`src/common/adcsc_pkg.sv`:
```
// Purpose: Constants and types for the ADC serial command decoder.
// Assumes: 10 MHz core clock, serial link sampled in that domain.
// Notes: Command, response and register words hold 16 data bits.
package adcsc_pkg;
    // ---------------------------------------------------------------
    // Command words and fixed responses.
    // ---------------------------------------------------------------
    localparam logic [15:0] CMD_NOP = 16'h0000;
    localparam logic [15:0] CMD_RESET = 16'h0011;
    localparam logic [15:0] CMD_STANDBY = 16'h0022;
    localparam logic [15:0] CMD_WAKEUP = 16'h0033;
    localparam logic [15:0] CMD_LOCK = 16'h0555;
    localparam logic [15:0] CMD_UNLOCK = 16'h0655;
    localparam logic [2:0] OP_READ = 3'h5;
    localparam logic [2:0] OP_WRITE = 3'h3;
    localparam logic [2:0] ACK_READ = 3'h7;
    localparam logic [2:0] ACK_WRITE = 3'h2;
    localparam logic [15:0] RESP_RESET_OK = 16'hff42;
    localparam logic [15:0] RESP_RESET_CUT = 16'h0011;
    // ---------------------------------------------------------------
    // Register map and layout.
    // ---------------------------------------------------------------
    localparam logic [5:0] ADDR_ID = 6'h00;
    localparam logic [5:0] ADDR_STATUS = 6'h01;
    localparam logic [5:0] ADDR_MODE = 6'h02;
    localparam logic [5:0] ADDR_CLOCK = 6'h03;
    localparam logic [5:0] ADDR_LAST = 6'h07;
    localparam logic [15:0] ID_VALUE = 16'h1234; // Arbitrary identification value.
    localparam logic [15:0] MODE_RESET = 16'h0510;
    localparam logic [15:0] CLOCK_RESET = 16'h038e;
    localparam int WL_LSB = 8;
    localparam int ST_LOCK = 15;
    localparam int ST_CRC = 12;
    localparam int ST_RESET = 10;
    localparam logic [1:0] WL_16 = 2'h0;
    localparam logic [1:0] WL_24 = 2'h1;
    localparam logic [1:0] WL_32Z = 2'h2;
    // ---------------------------------------------------------------
    // Conversion codes and frame shape.
    // ---------------------------------------------------------------
    localparam int RAW_W = 26;
    localparam logic [23:0] CODE_MIN = 24'h800000;
    localparam logic [23:0] CODE_MAX = 24'h7fffff;
    localparam logic [7:0] FULL_WORDS = 8'h04;
    localparam int SYNC_STAGES = 2;
    // ---------------------------------------------------------------
    // Types.
    // ---------------------------------------------------------------
    typedef struct packed {
        logic sclk;
        logic cs_n;
        logic din;
    } adcsc_pins_t;
    typedef enum {
        K_NOP, K_RESET, K_STANDBY, K_WAKEUP, K_LOCK, K_UNLOCK, K_READ, K_WRITE
    } adcsc_kind_t;
endpackage : adcsc_pkg

```
`src/core/adcsc_core.sv`:
```
// Purpose: Serial command decoder and frame builder of the ADC.
// Assumes: Link clock is sampled by i_ref_clk; data shifts out on rising
//          edges and is sampled on falling edges of the serial clock.
// Notes: Input checksum result comes from an outside engine.
`timescale 1ns/1ps
module adcsc_core (
    input wire logic i_ref_clk,
    input wire logic i_reset_n,
    input wire adcsc_pkg::adcsc_pins_t i_pins,
    input wire logic signed [adcsc_pkg::RAW_W-1:0] i_ch0_raw,
    input wire logic signed [adcsc_pkg::RAW_W-1:0] i_ch1_raw,
    input wire logic [1:0] i_data_ready,
    input wire logic i_crc_fail,
    input wire logic [15:0] i_out_crc,
    output logic o_dout,
    output logic o_standby,
    output logic o_locked,
    output logic o_crc_error,
    output logic o_regs_reset
);
    import adcsc_pkg::*;

    adcsc_pins_t pins_s;
    logic sclk_d, cs_d, sclk_rise, sclk_fall, cs_rise, cs_fall, in_frame;
    logic [4:0] bit_r;
    logic [7:0] word_r;
    logic [30:0] rx_r;
    logic [31:0] tx_r, tx_nxt, w32;
    logic [15:0] rx16;
    logic [5:0] wlast;
    logic [15:0] cmd_r;
    logic cmd_valid_r;
    logic [15:0] regs_r [ADDR_MODE:ADDR_LAST];
    logic [1:0] wl;
    logic [23:0] ch0_r, ch1_r;
    logic crc_err_r, reset_flag_r;
    logic [15:0] status_w, resp_r;
    logic multi_r, resp_stat_r;
    logic [5:0] rd_addr_r;
    logic [6:0] rd_cnt_r;
    logic [7:0] wr_cnt_r;
    logic [5:0] wr_addr;
    logic wr_en, word_end;
    adcsc_kind_t kind;

    // ---------------------------------------------------------------
    // Pin synchronisation and edge detection
    // ---------------------------------------------------------------
    adcsc_sync #(.W(3)) u_sync (
        .i_ref_clk(i_ref_clk),
        .i_reset_n(i_reset_n),
        .i_async(i_pins),
        .i_idle(3'h2),
        .o_sync(pins_s)
    );

    // Delayed copies of the synchronised pins give the edges.
    always_ff @(posedge i_ref_clk) begin
        if (!i_reset_n) begin
            sclk_d <= 1'b0;
            cs_d <= 1'b1;
        end else begin
            sclk_d <= pins_s.sclk;
            cs_d <= pins_s.cs_n;
        end
    end

    assign in_frame = !pins_s.cs_n && !cs_d;
    assign sclk_rise = in_frame && pins_s.sclk && !sclk_d;
    assign sclk_fall = in_frame && !pins_s.sclk && sclk_d;
    assign cs_fall = !pins_s.cs_n && cs_d;
    assign cs_rise = pins_s.cs_n && !cs_d;

    // ---------------------------------------------------------------
    // Conversion codes
    // ---------------------------------------------------------------
    // Wider modulator results saturate into the 24-bit code range.
    function automatic logic [23:0] clip(input logic signed [RAW_W-1:0] v);
        if (v <= $signed({{(RAW_W-24){1'b1}}, CODE_MIN}))
            return CODE_MIN;
        else if (v >= $signed({{(RAW_W-24){1'b0}}, CODE_MAX}))
            return CODE_MAX;
        else
            return v[23:0];
    endfunction : clip

    // Codes pass straight through inside range, so zero maps to zero.
    always_ff @(posedge i_ref_clk) begin
        if (!i_reset_n) begin
            ch0_r <= 24'h000000;
            ch1_r <= 24'h000000;
        end else begin
            ch0_r <= clip(i_ch0_raw);
            ch1_r <= clip(i_ch1_raw);
        end
    end

    // ---------------------------------------------------------------
    // Word framing
    // ---------------------------------------------------------------
    assign wl = regs_r[ADDR_MODE][WL_LSB+1:WL_LSB];
    assign wlast = (wl == WL_16) ? 6'd15 : (wl == WL_24) ? 6'd23 : 6'd31;
    assign w32 = {rx_r, pins_s.din};
    assign word_end = sclk_fall && ({1'b0, bit_r} == wlast);

    // Data bits sit at the top of each word; in 24- and 32-bit words the low end is padding.
    always_comb begin
        case (wl)
            WL_16: rx16 = w32[15:0];
            WL_24: rx16 = w32[23:8];
            default: rx16 = w32[31:16];
        endcase
    end

    // Bit and word counters restart at every chip select fall.
    always_ff @(posedge i_ref_clk) begin
        if (!i_reset_n || cs_fall) begin
            bit_r <= 5'h00;
            word_r <= 8'h00;
            rx_r <= '0;
        end else if (sclk_fall) begin
            rx_r <= w32[30:0];
            bit_r <= word_end ? 5'h00 : bit_r + 5'h01;
            if (word_end && word_r != 8'hff)
                word_r <= word_r + 8'h01;
        end
    end

    // ---------------------------------------------------------------
    // Transmit word selection
    // ---------------------------------------------------------------
    function automatic logic [31:0] pad16(input logic [15:0] d);
        return {d, 16'h0000};
    endfunction : pad16

    function automatic logic [31:0] pad24(input logic [23:0] d, input logic [1:0] m);
        case (m)
            WL_16: return {d[23:8], 16'h0000};
            WL_24, WL_32Z: return {d, 8'h00};
            default: return {{8{d[23]}}, d};
        endcase
    endfunction : pad24

    function automatic logic [15:0] reg_read(input logic [5:0] a, input logic [15:0] st);
        if (a == ADDR_ID)
            return ID_VALUE;
        else if (a == ADDR_STATUS)
            return st;
        else if (a <= ADDR_LAST)
            return regs_r[a];
        else
            return 16'h0000;
    endfunction : reg_read

    assign status_w = {o_locked, 2'h0, crc_err_r, 1'h0, reset_flag_r, wl, 6'h00, i_data_ready};

    // Multi-register answers replace conversion words with register words.
    always_comb begin
        tx_nxt = 32'h00000000;
        if (word_r == 8'h00)
            tx_nxt = pad16(resp_stat_r ? status_w : resp_r);
        else if (multi_r) begin
            if (word_r <= {1'b0, rd_cnt_r} + 8'h01)
                tx_nxt = pad16(reg_read(rd_addr_r + word_r[5:0] - 6'h01, status_w));
            else if (word_r == {1'b0, rd_cnt_r} + 8'h02)
                tx_nxt = pad16(i_out_crc);
        end else if (word_r == 8'h01)
            tx_nxt = pad24(ch0_r, wl);
        else if (word_r == 8'h02)
            tx_nxt = pad24(ch1_r, wl);
        else if (word_r == 8'h03)
            tx_nxt = pad16(i_out_crc);
    end

    // A new word is loaded on the first rising edge of each word.
    always_ff @(posedge i_ref_clk) begin
        if (!i_reset_n || cs_fall) begin
            tx_r <= 32'h00000000;
            o_dout <= 1'b0;
        end else if (sclk_rise) begin
            if (bit_r == 5'h00) begin
                o_dout <= tx_nxt[31];
                tx_r <= {tx_nxt[30:0], 1'b0};
            end else begin
                o_dout <= tx_r[31];
                tx_r <= {tx_r[30:0], 1'b0};
            end
        end
    end

    // ---------------------------------------------------------------
    // Command capture and decode
    // ---------------------------------------------------------------
    always_ff @(posedge i_ref_clk) begin
        if (!i_reset_n || cs_fall) begin
            cmd_r <= CMD_NOP;
            cmd_valid_r <= 1'b0;
        end else if (word_end && word_r == 8'h00) begin
            cmd_r <= rx16;
            cmd_valid_r <= 1'b1;
        end
    end

    // Anything not matching a known encoding falls back to no-operation.
    always_comb begin
        case (cmd_r)
            CMD_RESET: kind = K_RESET;
            CMD_STANDBY: kind = K_STANDBY;
            CMD_WAKEUP: kind = K_WAKEUP;
            CMD_LOCK: kind = K_LOCK;
            CMD_UNLOCK: kind = K_UNLOCK;
            default: begin
                if (cmd_r[15:13] == OP_READ)
                    kind = K_READ;
                else if (cmd_r[15:13] == OP_WRITE)
                    kind = K_WRITE;
                else
                    kind = K_NOP;
            end
        endcase
        if (!cmd_valid_r)
            kind = K_NOP;
    end

    // ---------------------------------------------------------------
    // Register writes during the frame
    // ---------------------------------------------------------------
    // Writes land as words arrive, so a later checksum failure cannot undo them.
    assign wr_addr = cmd_r[12:7] + word_r[5:0] - 6'h01;
    assign wr_en = word_end && kind == K_WRITE && !o_locked && word_r != 8'h00
        && word_r <= {1'b0, cmd_r[6:0]} + 8'h01;

    always_ff @(posedge i_ref_clk) begin
        if (!i_reset_n || (cs_rise && kind == K_RESET && word_r >= FULL_WORDS && !i_crc_fail
            && !o_locked)) begin
            for (int i = ADDR_MODE; i <= ADDR_LAST; i++)
                regs_r[i] <= 16'h0000;
            regs_r[ADDR_MODE] <= MODE_RESET;
            regs_r[ADDR_CLOCK] <= CLOCK_RESET;
        end else if (wr_en && wr_addr >= ADDR_MODE && wr_addr <= ADDR_LAST) begin
            regs_r[wr_addr] <= rx16;
        end
    end

    // Only writable addresses count toward the written total.
    always_ff @(posedge i_ref_clk) begin
        if (!i_reset_n || cs_fall)
            wr_cnt_r <= 8'h00;
        else if (wr_en && wr_addr >= ADDR_MODE && wr_addr <= ADDR_LAST)
            wr_cnt_r <= wr_cnt_r + 8'h01;
    end

    // ---------------------------------------------------------------
    // End-of-frame execution and next response
    // ---------------------------------------------------------------
    // Lock gating reduces a command to no-operation; checksum failure does too, except for writes that have already landed.
    always_ff @(posedge i_ref_clk) begin
        if (!i_reset_n) begin
            resp_r <= CMD_NOP;
            resp_stat_r <= 1'b1;
            multi_r <= 1'b0;
            rd_addr_r <= 6'h00;
            rd_cnt_r <= 7'h00;
            o_standby <= 1'b0;
            o_locked <= 1'b0;
            o_regs_reset <= 1'b0;
        end else begin
            o_regs_reset <= 1'b0;
            if (cs_rise) begin
                resp_stat_r <= 1'b0;
                multi_r <= 1'b0;
                resp_r <= cmd_r;
                if (i_crc_fail) begin
                    resp_stat_r <= 1'b1;
                end else if (o_locked && kind != K_READ && kind != K_UNLOCK) begin
                    resp_stat_r <= 1'b1;
                end else begin
                    case (kind)
                        K_RESET: begin
                            if (word_r >= FULL_WORDS) begin
                                resp_r <= RESP_RESET_OK;
                                o_locked <= 1'b0;
                                o_standby <= 1'b0;
                                o_regs_reset <= 1'b1;
                            end else
                                resp_r <= RESP_RESET_CUT;
                        end
                        K_STANDBY: o_standby <= 1'b1;
                        K_WAKEUP: o_standby <= 1'b0;
                        K_LOCK: o_locked <= 1'b1;
                        K_UNLOCK: o_locked <= 1'b0;
                        K_READ: begin
                            rd_addr_r <= cmd_r[12:7];
                            rd_cnt_r <= cmd_r[6:0];
                            if (cmd_r[6:0] == 7'h00)
                                resp_r <= reg_read(cmd_r[12:7], status_w);
                            else begin
                                multi_r <= 1'b1;
                                resp_r <= {ACK_READ, cmd_r[12:0]};
                            end
                        end
                        K_WRITE: resp_r <= {ACK_WRITE, cmd_r[12:7], wr_cnt_r[6:0] - 7'h01};
                        default: resp_stat_r <= 1'b1;
                    endcase
                end
            end
        end
    end

    // ---------------------------------------------------------------
    // Status flags
    // ---------------------------------------------------------------
    // Flags clear once the status word is loaded and its first bit goes out; a new event in that cycle wins.
    logic stat_out;
    assign stat_out = sclk_rise && word_r == 8'h00 && bit_r == 5'h00 && resp_stat_r;

    always_ff @(posedge i_ref_clk) begin
        if (!i_reset_n) begin
            crc_err_r <= 1'b0;
            reset_flag_r <= 1'b1;
        end else begin
            if (cs_rise && i_crc_fail)
                crc_err_r <= 1'b1;
            else if (stat_out)
                crc_err_r <= 1'b0;
            if (o_regs_reset)
                reset_flag_r <= 1'b1;
            else if (stat_out)
                reset_flag_r <= 1'b0;
        end
    end

    assign o_crc_error = crc_err_r;
endmodule : adcsc_core

```
`src/core/adcsc_sync.sv`:
```
// Purpose: Two-stage synchroniser for the serial link pins.
// Assumes: Inputs are asynchronous to i_ref_clk.
// Notes: Only the second stage is visible outside.
`timescale 1ns/1ps
module adcsc_sync #(
    parameter int W = 3
) (
    input wire logic i_ref_clk,
    input wire logic i_reset_n,
    input wire logic [W-1:0] i_async,
    input wire logic [W-1:0] i_idle,
    output logic [W-1:0] o_sync
);
    logic [W-1:0] meta_r;

    // --------------------------------------------------------------
    // Stages
    // --------------------------------------------------------------
    // The first stage feeds only the second, to keep metastability contained.
    // Reset loads the idle pattern so no false pin edge follows reset.
    always_ff @(posedge i_ref_clk) begin
        if (!i_reset_n) begin
            meta_r <= i_idle;
            o_sync <= i_idle;
        end else begin
            meta_r <= i_async;
            o_sync <= meta_r;
        end
    end

endmodule : adcsc_sync

```
`config.mk`:
```
export PLATFORM = sky130hd
export DESIGN_NAME = adcsc_core
export DESIGN_NICKNAME = d
export VERILOG_FILES = /design/src/common/adcsc_pkg.sv /design/src/core/adcsc_core.sv /design/src/core/adcsc_sync.sv
export SDC_FILE = /design/constraint.sdc
export NUM_CORES = 1
export LEC_CHECK = 0
export ABC_CLOCK_PERIOD_IN_PS = 9500
export BUFFER_PORTS_ARGS = -buffer_cell sky130_fd_sc_hd__buf_4
export CORE_ASPECT_RATIO = 1.25
export CORE_MARGIN = 2
export CORE_UTILIZATION = 60
export CTS_CLUSTER_DIAMETER = 50
export DETAILED_ROUTE_END_ITERATION = 8
export MAX_ROUTING_LAYER = met4
export PLACE_DENSITY = 0.86
export SLEW_MARGIN = 25
export SYNTH_ARGS = -nofsm -noshare
export SYNTH_HDL_FRONTEND = slang
export SYNTH_SLANG_ARGS = --single-unit
```
`constraint.sdc`:
```
create_clock -name i_ref_clk -period 9.5 [get_ports i_ref_clk]
set_input_delay 2.85 -clock i_ref_clk [delete_from_list [all_inputs] [get_ports i_ref_clk]]
set_output_delay 2.85 -clock i_ref_clk [all_outputs]
set_load 0.03 [all_outputs]
```
==> metrics.md, run 1 <==
| Metric | Value |
|---|---|
| Status | `finished, final reports clean` |
| Slowest CP cell | `nand4_1` |
| Startpoint types | `primary input` |
| Share of layout cells above drive strength 1 | `13.21%` |
| Hold-fix buffers, CTS | `0` |
| Flops & latches, synth | `323` |
| Reg2Reg Depth | `12` |
| Number of global-route vias before repair | `15300` |
| Seq/Total Area, Yosys | `43.61%` |
| Skew final | `0.02677 ns` |
| Setup TNS | `0 ns` |
| Starting Density | `60.91%` |
| Worst-skew pair later-pin latency | `0.53 ns` |
| Die W | `157.9 um` |
| H-tree levels | `2` |
| Hold Slack | `0.4195 ns` |
| Routed len/inst | `24.14 um` |
| Fill cells | `2212` |
| Synth Flop Type | `dfxtp_1` |
| Reg area | `0.007749 mm2` |
| Post-CTS sizing | `0` |
| Iter 0 DRT Violations | `2292` |
| Synth cell types | `77` |
| Initial antenna violation count | `1` |
| Syn avg cell area | `9.572 um2` |
| Vias after detailed routing | `16001` |
| IO Count | `81` |
| Clock sink count | `323` |
| WS Path Type | `in2reg` |
| Post-CTS Setup Bufs | `0` |
| Largest net degree at the start of global routing | `69` |
| Worst vdd ir | `0.2351 mV` |
| Top cell type's share of synthesized area | `21.97%` |
| Worst hold path class | `reg2reg` |
| Max_cap viols | `0` |
| Setup crit end kind | `flop` |
| Clock buffer depth | `3` |
| Post-Syn Instances | `1856` |
| CP max FO | `36` |
| P&R area growth vs syn | `11.54%` |
| Relative slew slack | `20.87%` |
| Top delay family on crit path | `compound AO/OA/AOI/OAI gates` |
| RSZ-0062 raised after global routing | `false` |
| DR pass1 iterations | `8` |
| Final ANT Viol Nets | `0` |
| Max incr delay on CP | `0.88 ns` |
| Most frequent CP cell | `buf_4` |
| Final hold vios | `0` |
| Worst-path clk slew | `0.06 ns` |
| Total of warnings raised by yosys | `0` |
| Die area | `0.03101 mm2` |
| Post-synth EDFFs | `128` |
| Top cells by area, synth | `dfxtp_1 (22%), edfxtp_1 (22%), mux4_2 (6.1%)` |
| CTS tree | `yes` |
| Worst Setup SP | `i_reset_n` |
| R2R Setup Slk | `4.38 ns` |
| Pwr dens | `149.8 mW/mm2` |
| # nets final | `2013` |
| Worst-margin pin slew | `1.187 ns` |
| Most frequent cells after synthesis | `dfxtp_1 (195), nand2_1 (153), nor2_1 (132), edfxtp_1 (128), clkbuf_1 (122)` |
| CTS Buf Count | `34` |
| Netlist Area Pre-Place | `0.01777 mm2` |
| Die height | `196.4 um` |
| Critical Path, Cell by Cell | `buf_4 > o41a_1 > nand4_1 > o21ai_1 > buf_4` |
| Root Driver | `clkbuf_16` |
| Worst setup path endpoint | `regs_r[2][9]` |
| Gpl congestion | `1.068` |
| Core area | `0.02917 mm2` |
| DP Wirelength | `40150 um` |
| WP buf/inv | `2` |
| Reg2Reg Launch Point | `word_r[1]` |
| DR DRC count | `0` |
| Global-route wire length before repair | `84300 um` |
| Reg2Reg Capture Point | `regs_r[2][9]` |
| Required @ worst endpoint | `9.71 ns` |
| GRT Util Overall | `36.38%` |
| Post-synthesis async set-or-reset flop share | `0%` |
| Vias/cell | `6.942` |
| Crit path time final | `5.142 ns` |
| Maximum clock rate | `0.1945 GHz` |
| Synth area leader | `dfxtp_1` |
| Area occupied by multi-input gates | `0.009321 mm2` |
| Leakage | `6.956 nW` |
| I/O Buffers | `80` |
| Global route overflow | `0` |
| Arr. time, crit path | `5.35 ns` |
| Fin crit share | `54.13%` |
| Slew Viols, Final | `0` |
| WP depth | `5` |
| Detailed Route WL | `55640 um` |
| Row cnt | `70` |
| Most numerous cell in the Yosys netlist | `dfxtp_1` |
| # setup viols final | `0` |
[routing by layer]
layer  track usage [%]  vias up  part of all wire [%]  wire length, um
li1                  -     7081                     -                -
met1             41.73     7563                    35            19610
met2             58.42     1079                    48            26690
met3             6.047      278                   9.0             4983
met4             24.41        0                   7.8             4349
met5                 -        -                     0                0
[through the flow]
| stage | util [%] | cells | total power [W] | setup slack, ns | area [um2] |
|---|---|---|---|---|---|
| finish | 67.94 | 2305 | 0.002969 | 4.358 | 19820 |
| global route | 67.94 | 2305 | 0.003031 | 4.085 | 19820 |
| CTS | 67.85 | 2304 | 0.002965 | 4.376 | 19790 |
| detailed placement | 64.08 | 2244 | 0.001662 | 3.965 | 18690 |
| global placement | 64.04 | 2244 | 0.001657 | 4.060 | 18680 |
| floorplan | - | 1887 | 0.001589 | 4.038 | 17880 |
[placed cells by master (no fill, tap or decap), types with 29 or more instances in the layout]
cell       count
inv_1         82
buf_4        111
nor4_1        60
o21a_1        52
conb_1        32
mux4_2        48
a22o_1        29
nand2_1      153
a211oi_1      30
edfxtp_1     128
a21oi_1      110
dfxtp_1      194
clkbuf_16     35
nor3_1        83
ha_1          50
nand3_1       53
o21ai_0       44
nor2_1       130
nand4_1       43
mux2i_1       37
a221oi_1      30
[how the worst min path moves through the flow]
| stage | start | to | slack [ns] | cells after the start |
|---|---|---|---|---|
| 2_1_floorplan | u_sync.meta_r[1] | u_sync.o_sync[1] | 0.39 | 1 |
| 3_3_place_gp | u_sync.meta_r[1] | u_sync.o_sync[1] | 0.39 | 1 |
| 3_5_place_dp | u_sync.meta_r[1] | u_sync.o_sync[1] | 0.41 | 1 |
| 4_1_cts | u_sync.meta_r[1] | u_sync.o_sync[1] | 0.42 | 1 |
| 5_1_grt | u_sync.meta_r[1] | u_sync.o_sync[1] | 0.43 | 1 |
| 6_report | u_sync.meta_r[1] | u_sync.o_sync[1] | 0.42 | 1 |
[cells by family (layout without fill, tap and decap cells)]
| kind of cell | after synthesis | in the layout | synth area share (%) |
|---|---|---|---|
| mux | 92 | 92 | 8.613 |
| simple gates | 621 | 621 | 17.61 |
| compound gates | 490 | 490 | 19.20 |
| buf+inv | 234 | 255 | 5.064 |
| xor+xnor | 42 | 42 | 2.071 |
| flops | 323 | 323 | 43.61 |
| fa+ha+maj | 53 | 53 | 3.817 |
| other cells | 1 | 33 | 0.02111 |
[worst reg2reg max path, cell delays in order, from the launching register on]
cell and delay [ns]:
dfxtp_1 0.54, inv_1 0.26, ha_1 0.34, inv_1 0.04, ha_1 0.26, buf_4 0.36, inv_1 0.20, a2111oi_1 0.75
nand2b_4 0.09, a2111oi_4 0.38, nand4_1 0.86, o21ai_1 0.44, buf_4 0.31
[cell type report]
cell class              count  share of cell area, %
flip-flops and latches    323                  39.10
diodes                      1                0.01263
clock buffers              46                  4.830
inverters                  84                  1.591
repair buffers            111                  4.205
well taps                 396                  2.500
multi-input cells        1330                  47.04
clock inverters            14                 0.7135
[where the power goes]
group	total (W)	switching, W	internal [W]
clock	0.00133	0.000563	0.000768
combinational	0.000140	0.0000824	0.0000578
sequential	0.00150	0.0000264	0.00147
[sequential cells by signal, summed over array words and instances (netlist names), 5 cells and up, named ones only]
signal and cells:
rd_addr_r 6, rd_cnt_r 7, bit_r 5, wr_cnt_r 7
cmd_r 16, rx_r 31, regs_r 128, tx_r 31
ch0_r 24, word_r 8, ch1_r 24, resp_r 16
No activity file was read; power rests on OpenSTA's default activity.
==> run 2: changes to the inputs <==
- ABC_CLOCK_PERIOD_IN_PS: 9500 -> 5000
- clock period: 9.5 -> 5 ns (I/O delays scaled with it)
==> run 2 against run 1 <==
Compared with the run above:
- sequential share of layout area decreased by 0.40 points
- clock skew decreased by 0.00087 ns
- via count increased by 0.50%
- critical path type is now reg2reg
==> metrics.md, run 2 (synthesis results as in run 1) <==
| Metric | Value |
|---|---|
| I/O Buffers | `80 (unchanged)` |
| Commonest non-fill, non-tap cells in the layout | `dfxtp_1 (194), nand2_1 (153), nor2_1 (130), buf_4 (129), edfxtp_1 (128) (was dfxtp_1 (194), nand2_1 (153), nor2_1 (130), edfxtp_1 (128), buf_4 (111))` |
| Slowest CP cell | `o21ai_1 (was nand4_1)` |
| Max reg flops | `128 (unchanged)` |
| Gate power share | `4.7% (about the same)` |
| Most flops, register | `regs_r (unchanged)` |
| Maximum clock rate | `0.2300 GHz` |
| Clock Power Share | `45.4% (was 44.8%)` |
| Die W | `157.9 um (unchanged)` |
| H-tree levels | `2 (unchanged)` |
| WP buf/inv | `6 (was 2)` |
| CP max FO | `25 (was 36)` |
| Final ANT Viol Nets | `0 (unchanged)` |
| Reg power frac | `49.9% (was 50.5%)` |
| Switching power | `0.001350 W (was 0.0006715 W)` |
| Clock sink count | `323 (unchanged)` |
| Fin crit share | `86.94%` |
| Vias after detailed routing | `16081 (was 16001)` |
| Global-route wire length before repair | `86440 um (was 84300 um)` |
| Worst-path clk slew | `0.06 ns (about the same)` |
| Vias/cell | `6.899 (was 6.942)` |
| # nets final | `2035 (was 2013)` |
| Worst-skew pair later-pin latency | `0.55 ns (was 0.53 ns)` |
| Pwr dens | `285.5 mW/mm2 (was 149.8 mW/mm2)` |
| Worst Hold Depth | `1 (unchanged)` |
| Number of global-route vias before repair | `15146 (was 15300)` |
| Die area | `0.03101 mm2 (unchanged)` |
| Status | `finished, final reports clean (unchanged)` |
| Area post-placement | `0.01884 mm2 (was 0.01869 mm2)` |
| CTS Buf Count | `37 (was 34)` |
| N_diodes | `0 (was 1)` |
| Skew final | `0.02590 ns (was 0.02677 ns)` |
| Routed metal-1 wirelength | `19890 um (was 19610 um)` |
| IO Count | `81 (unchanged)` |
| DP Wirelength | `41860 um (was 40150 um)` |
| Reg2Reg Depth | `14 (was 12)` |
| DR DRC count | `0 (unchanged)` |
| Row cnt | `70 (unchanged)` |
| Routed len/inst | `24.59 um (was 24.14 um)` |
| Relative slew slack | `24.54% (was 20.87%)` |
| Arr. time, crit path | `4.58 ns (was 5.35 ns)` |
| Largest net degree at the start of global routing | `68 (was 69)` |
| Crit path time final | `4.347 ns` |
| Fill cells | `2224 (was 2212)` |
| Starting Density | `60.91% (unchanged)` |
| Power Total | `0.005715 W (was 0.002969 W)` |
| # setup viols final | `0 (unchanged)` |
| Gpl congestion | `1.101 (was 1.068)` |
| Biggest regs | `regs_r (128), rx_r (31), tx_r (31) (unchanged)` |
| Required @ worst endpoint | `5.24 ns (was 9.71 ns)` |
| Detailed Route WL | `57330 um (was 55640 um)` |
| Startpoint types | `flop (was primary input)` |
| P&R area growth vs syn | `12.68% (was 11.54%)` |
| Core area | `0.02917 mm2 (unchanged)` |
| Worst vdd ir | `0.3177 mV (was 0.2351 mV)` |
| Slew Viols, Final | `0 (unchanged)` |
| Max incr delay on CP | `0.54 ns (was 0.88 ns)` |
| Root Driver | `clkbuf_16 (unchanged)` |
| P_int | `0.004365 W (was 0.002298 W)` |
| WP depth | `14 (was 5)` |
| Leakage | `7.084 nW (was 6.956 nW)` |
| Final Util | `68.64% (was 67.94%)` |
| CTS tree | `yes (unchanged)` |
| DR pass1 iterations | `9 (was 8)` |
| Net switching fraction of the power | `23.63% (was 22.62%)` |
| Final hold vios | `0 (unchanged)` |
| WS Path Type | `reg2reg (was in2reg)` |
| Worst hold path class | `reg2reg (unchanged)` |
| Clock buffer depth | `3 (unchanged)` |
| Setup TNS | `0 ns (unchanged)` |
| RSZ-0062 raised after global routing | `false (unchanged)` |
| Top delay family on crit path | `compound AO/OA/AOI/OAI gates (unchanged)` |
| WL met3 | `5651 um (was 4983 um)` |
| Worst-margin pin slew | `1.132 ns (was 1.187 ns)` |
| Setup crit end kind | `flop (unchanged)` |
| Die height | `196.4 um (unchanged)` |
| Met2 wire len | `27330 um (was 26690 um)` |
| Max_cap viols | `0 (unchanged)` |
| Post-CTS Setup Bufs | `0 (unchanged)` |
| Post-CTS sizing | `0 (unchanged)` |
| Global route overflow | `0 (unchanged)` |
| Post-route cell area | `0.02002 mm2 (was 0.01982 mm2)` |
| GRT Util Overall | `37.74% (was 36.38%)` |
| Top Layer Used | `met4 (unchanged)` |
| Initial antenna violation count | `0 (was 1)` |
| Iter 0 DRT Violations | `2090 (was 2292)` |
| Hold-fix buffers, CTS | `0 (unchanged)` |
| Share of layout cells above drive strength 1 | `14.52% (was 13.21%)` |
| Critical Path, Cell by Cell | `inv_1 > ha_1 > inv_1 > ha_1 > inv_1 > fa_1 > a2111oi_0 > buf_4 > nand2b_4 > a2111oi_4 > nand4_1 > buf_4 > o21ai_1 > buf_4 (was buf_4 > o41a_1 > nand4_1 > o21ai_1 > buf_4)` |
| Most common cell after layout, fill and taps aside | `dfxtp_1 (unchanged)` |
run 2: power by group through the flow:
stage	Combinational [W]	Clock, W	Sequential (W)
finish	0.000270	0.00259	0.00285
global route	0.000285	0.00271	0.00285
CTS	0.000262	0.00260	0.00285
detailed placement	0.000260	0	0.00290
global placement	0.000255	0	0.00290
floorplan	0.000143	0	0.00288
run 2: worst reg2reg max path, cell delays in order (launching register included):
cell and delay (ns):
dfxtp_1 0.49, inv_1 0.22, ha_1 0.33, inv_1 0.06, ha_1 0.18, inv_1 0.06
fa_1 0.50, a2111oi_0 0.40, buf_4 0.20, nand2b_4 0.06, a2111oi_4 0.29, nand4_1 0.15
buf_4 0.26, o21ai_1 0.54, buf_4 0.31
run 2: layer usage:
metal | up-vias | GRT usage (%)
li1 | 7120 | -
met1 | 7568 | 43.14
met2 | 1123 | 60.53
met3 | 270 | 7.146
met4 | 0 | 24.44
met5 | - | -
run 2: final timing paths:
check	from	to	slack (ns)
worst min-delay path	u_sync.meta_r[0]	u_sync.o_sync[0]	0.44
worst max register to register	word_r[1]	regs_r[3][1]	0.65
worst min register to register	u_sync.meta_r[0]	u_sync.o_sync[0]	0.44
worst max-delay path	word_r[1]	regs_r[3][1]	0.65
run 2: per-stage QoR:
step           setup WS (ns)  hold WS (ns)  instances
6_report              0.6530        0.4398       2331
3_5_place_dp          0.7469        0.4298       2262
4_1_cts               0.7133        0.4442       2330
5_1_grt               0.3266        0.4766       2331
3_3_place_gp          0.8267        0.4309       2262
2_1_floorplan         0.1086        0.3863       1887
run 2: area by class of cell:
type	instances	area [um2]	area share [%]
multi-input combinational	1330	9325	46.58
clock buffer	44	962.2	4.807
tap	396	495.5	2.475
sequential	323	7749	38.71
timing repair buffer	130	973.4	4.863
clock inverter	24	197.7	0.9876
inverter	84	315.3	1.575
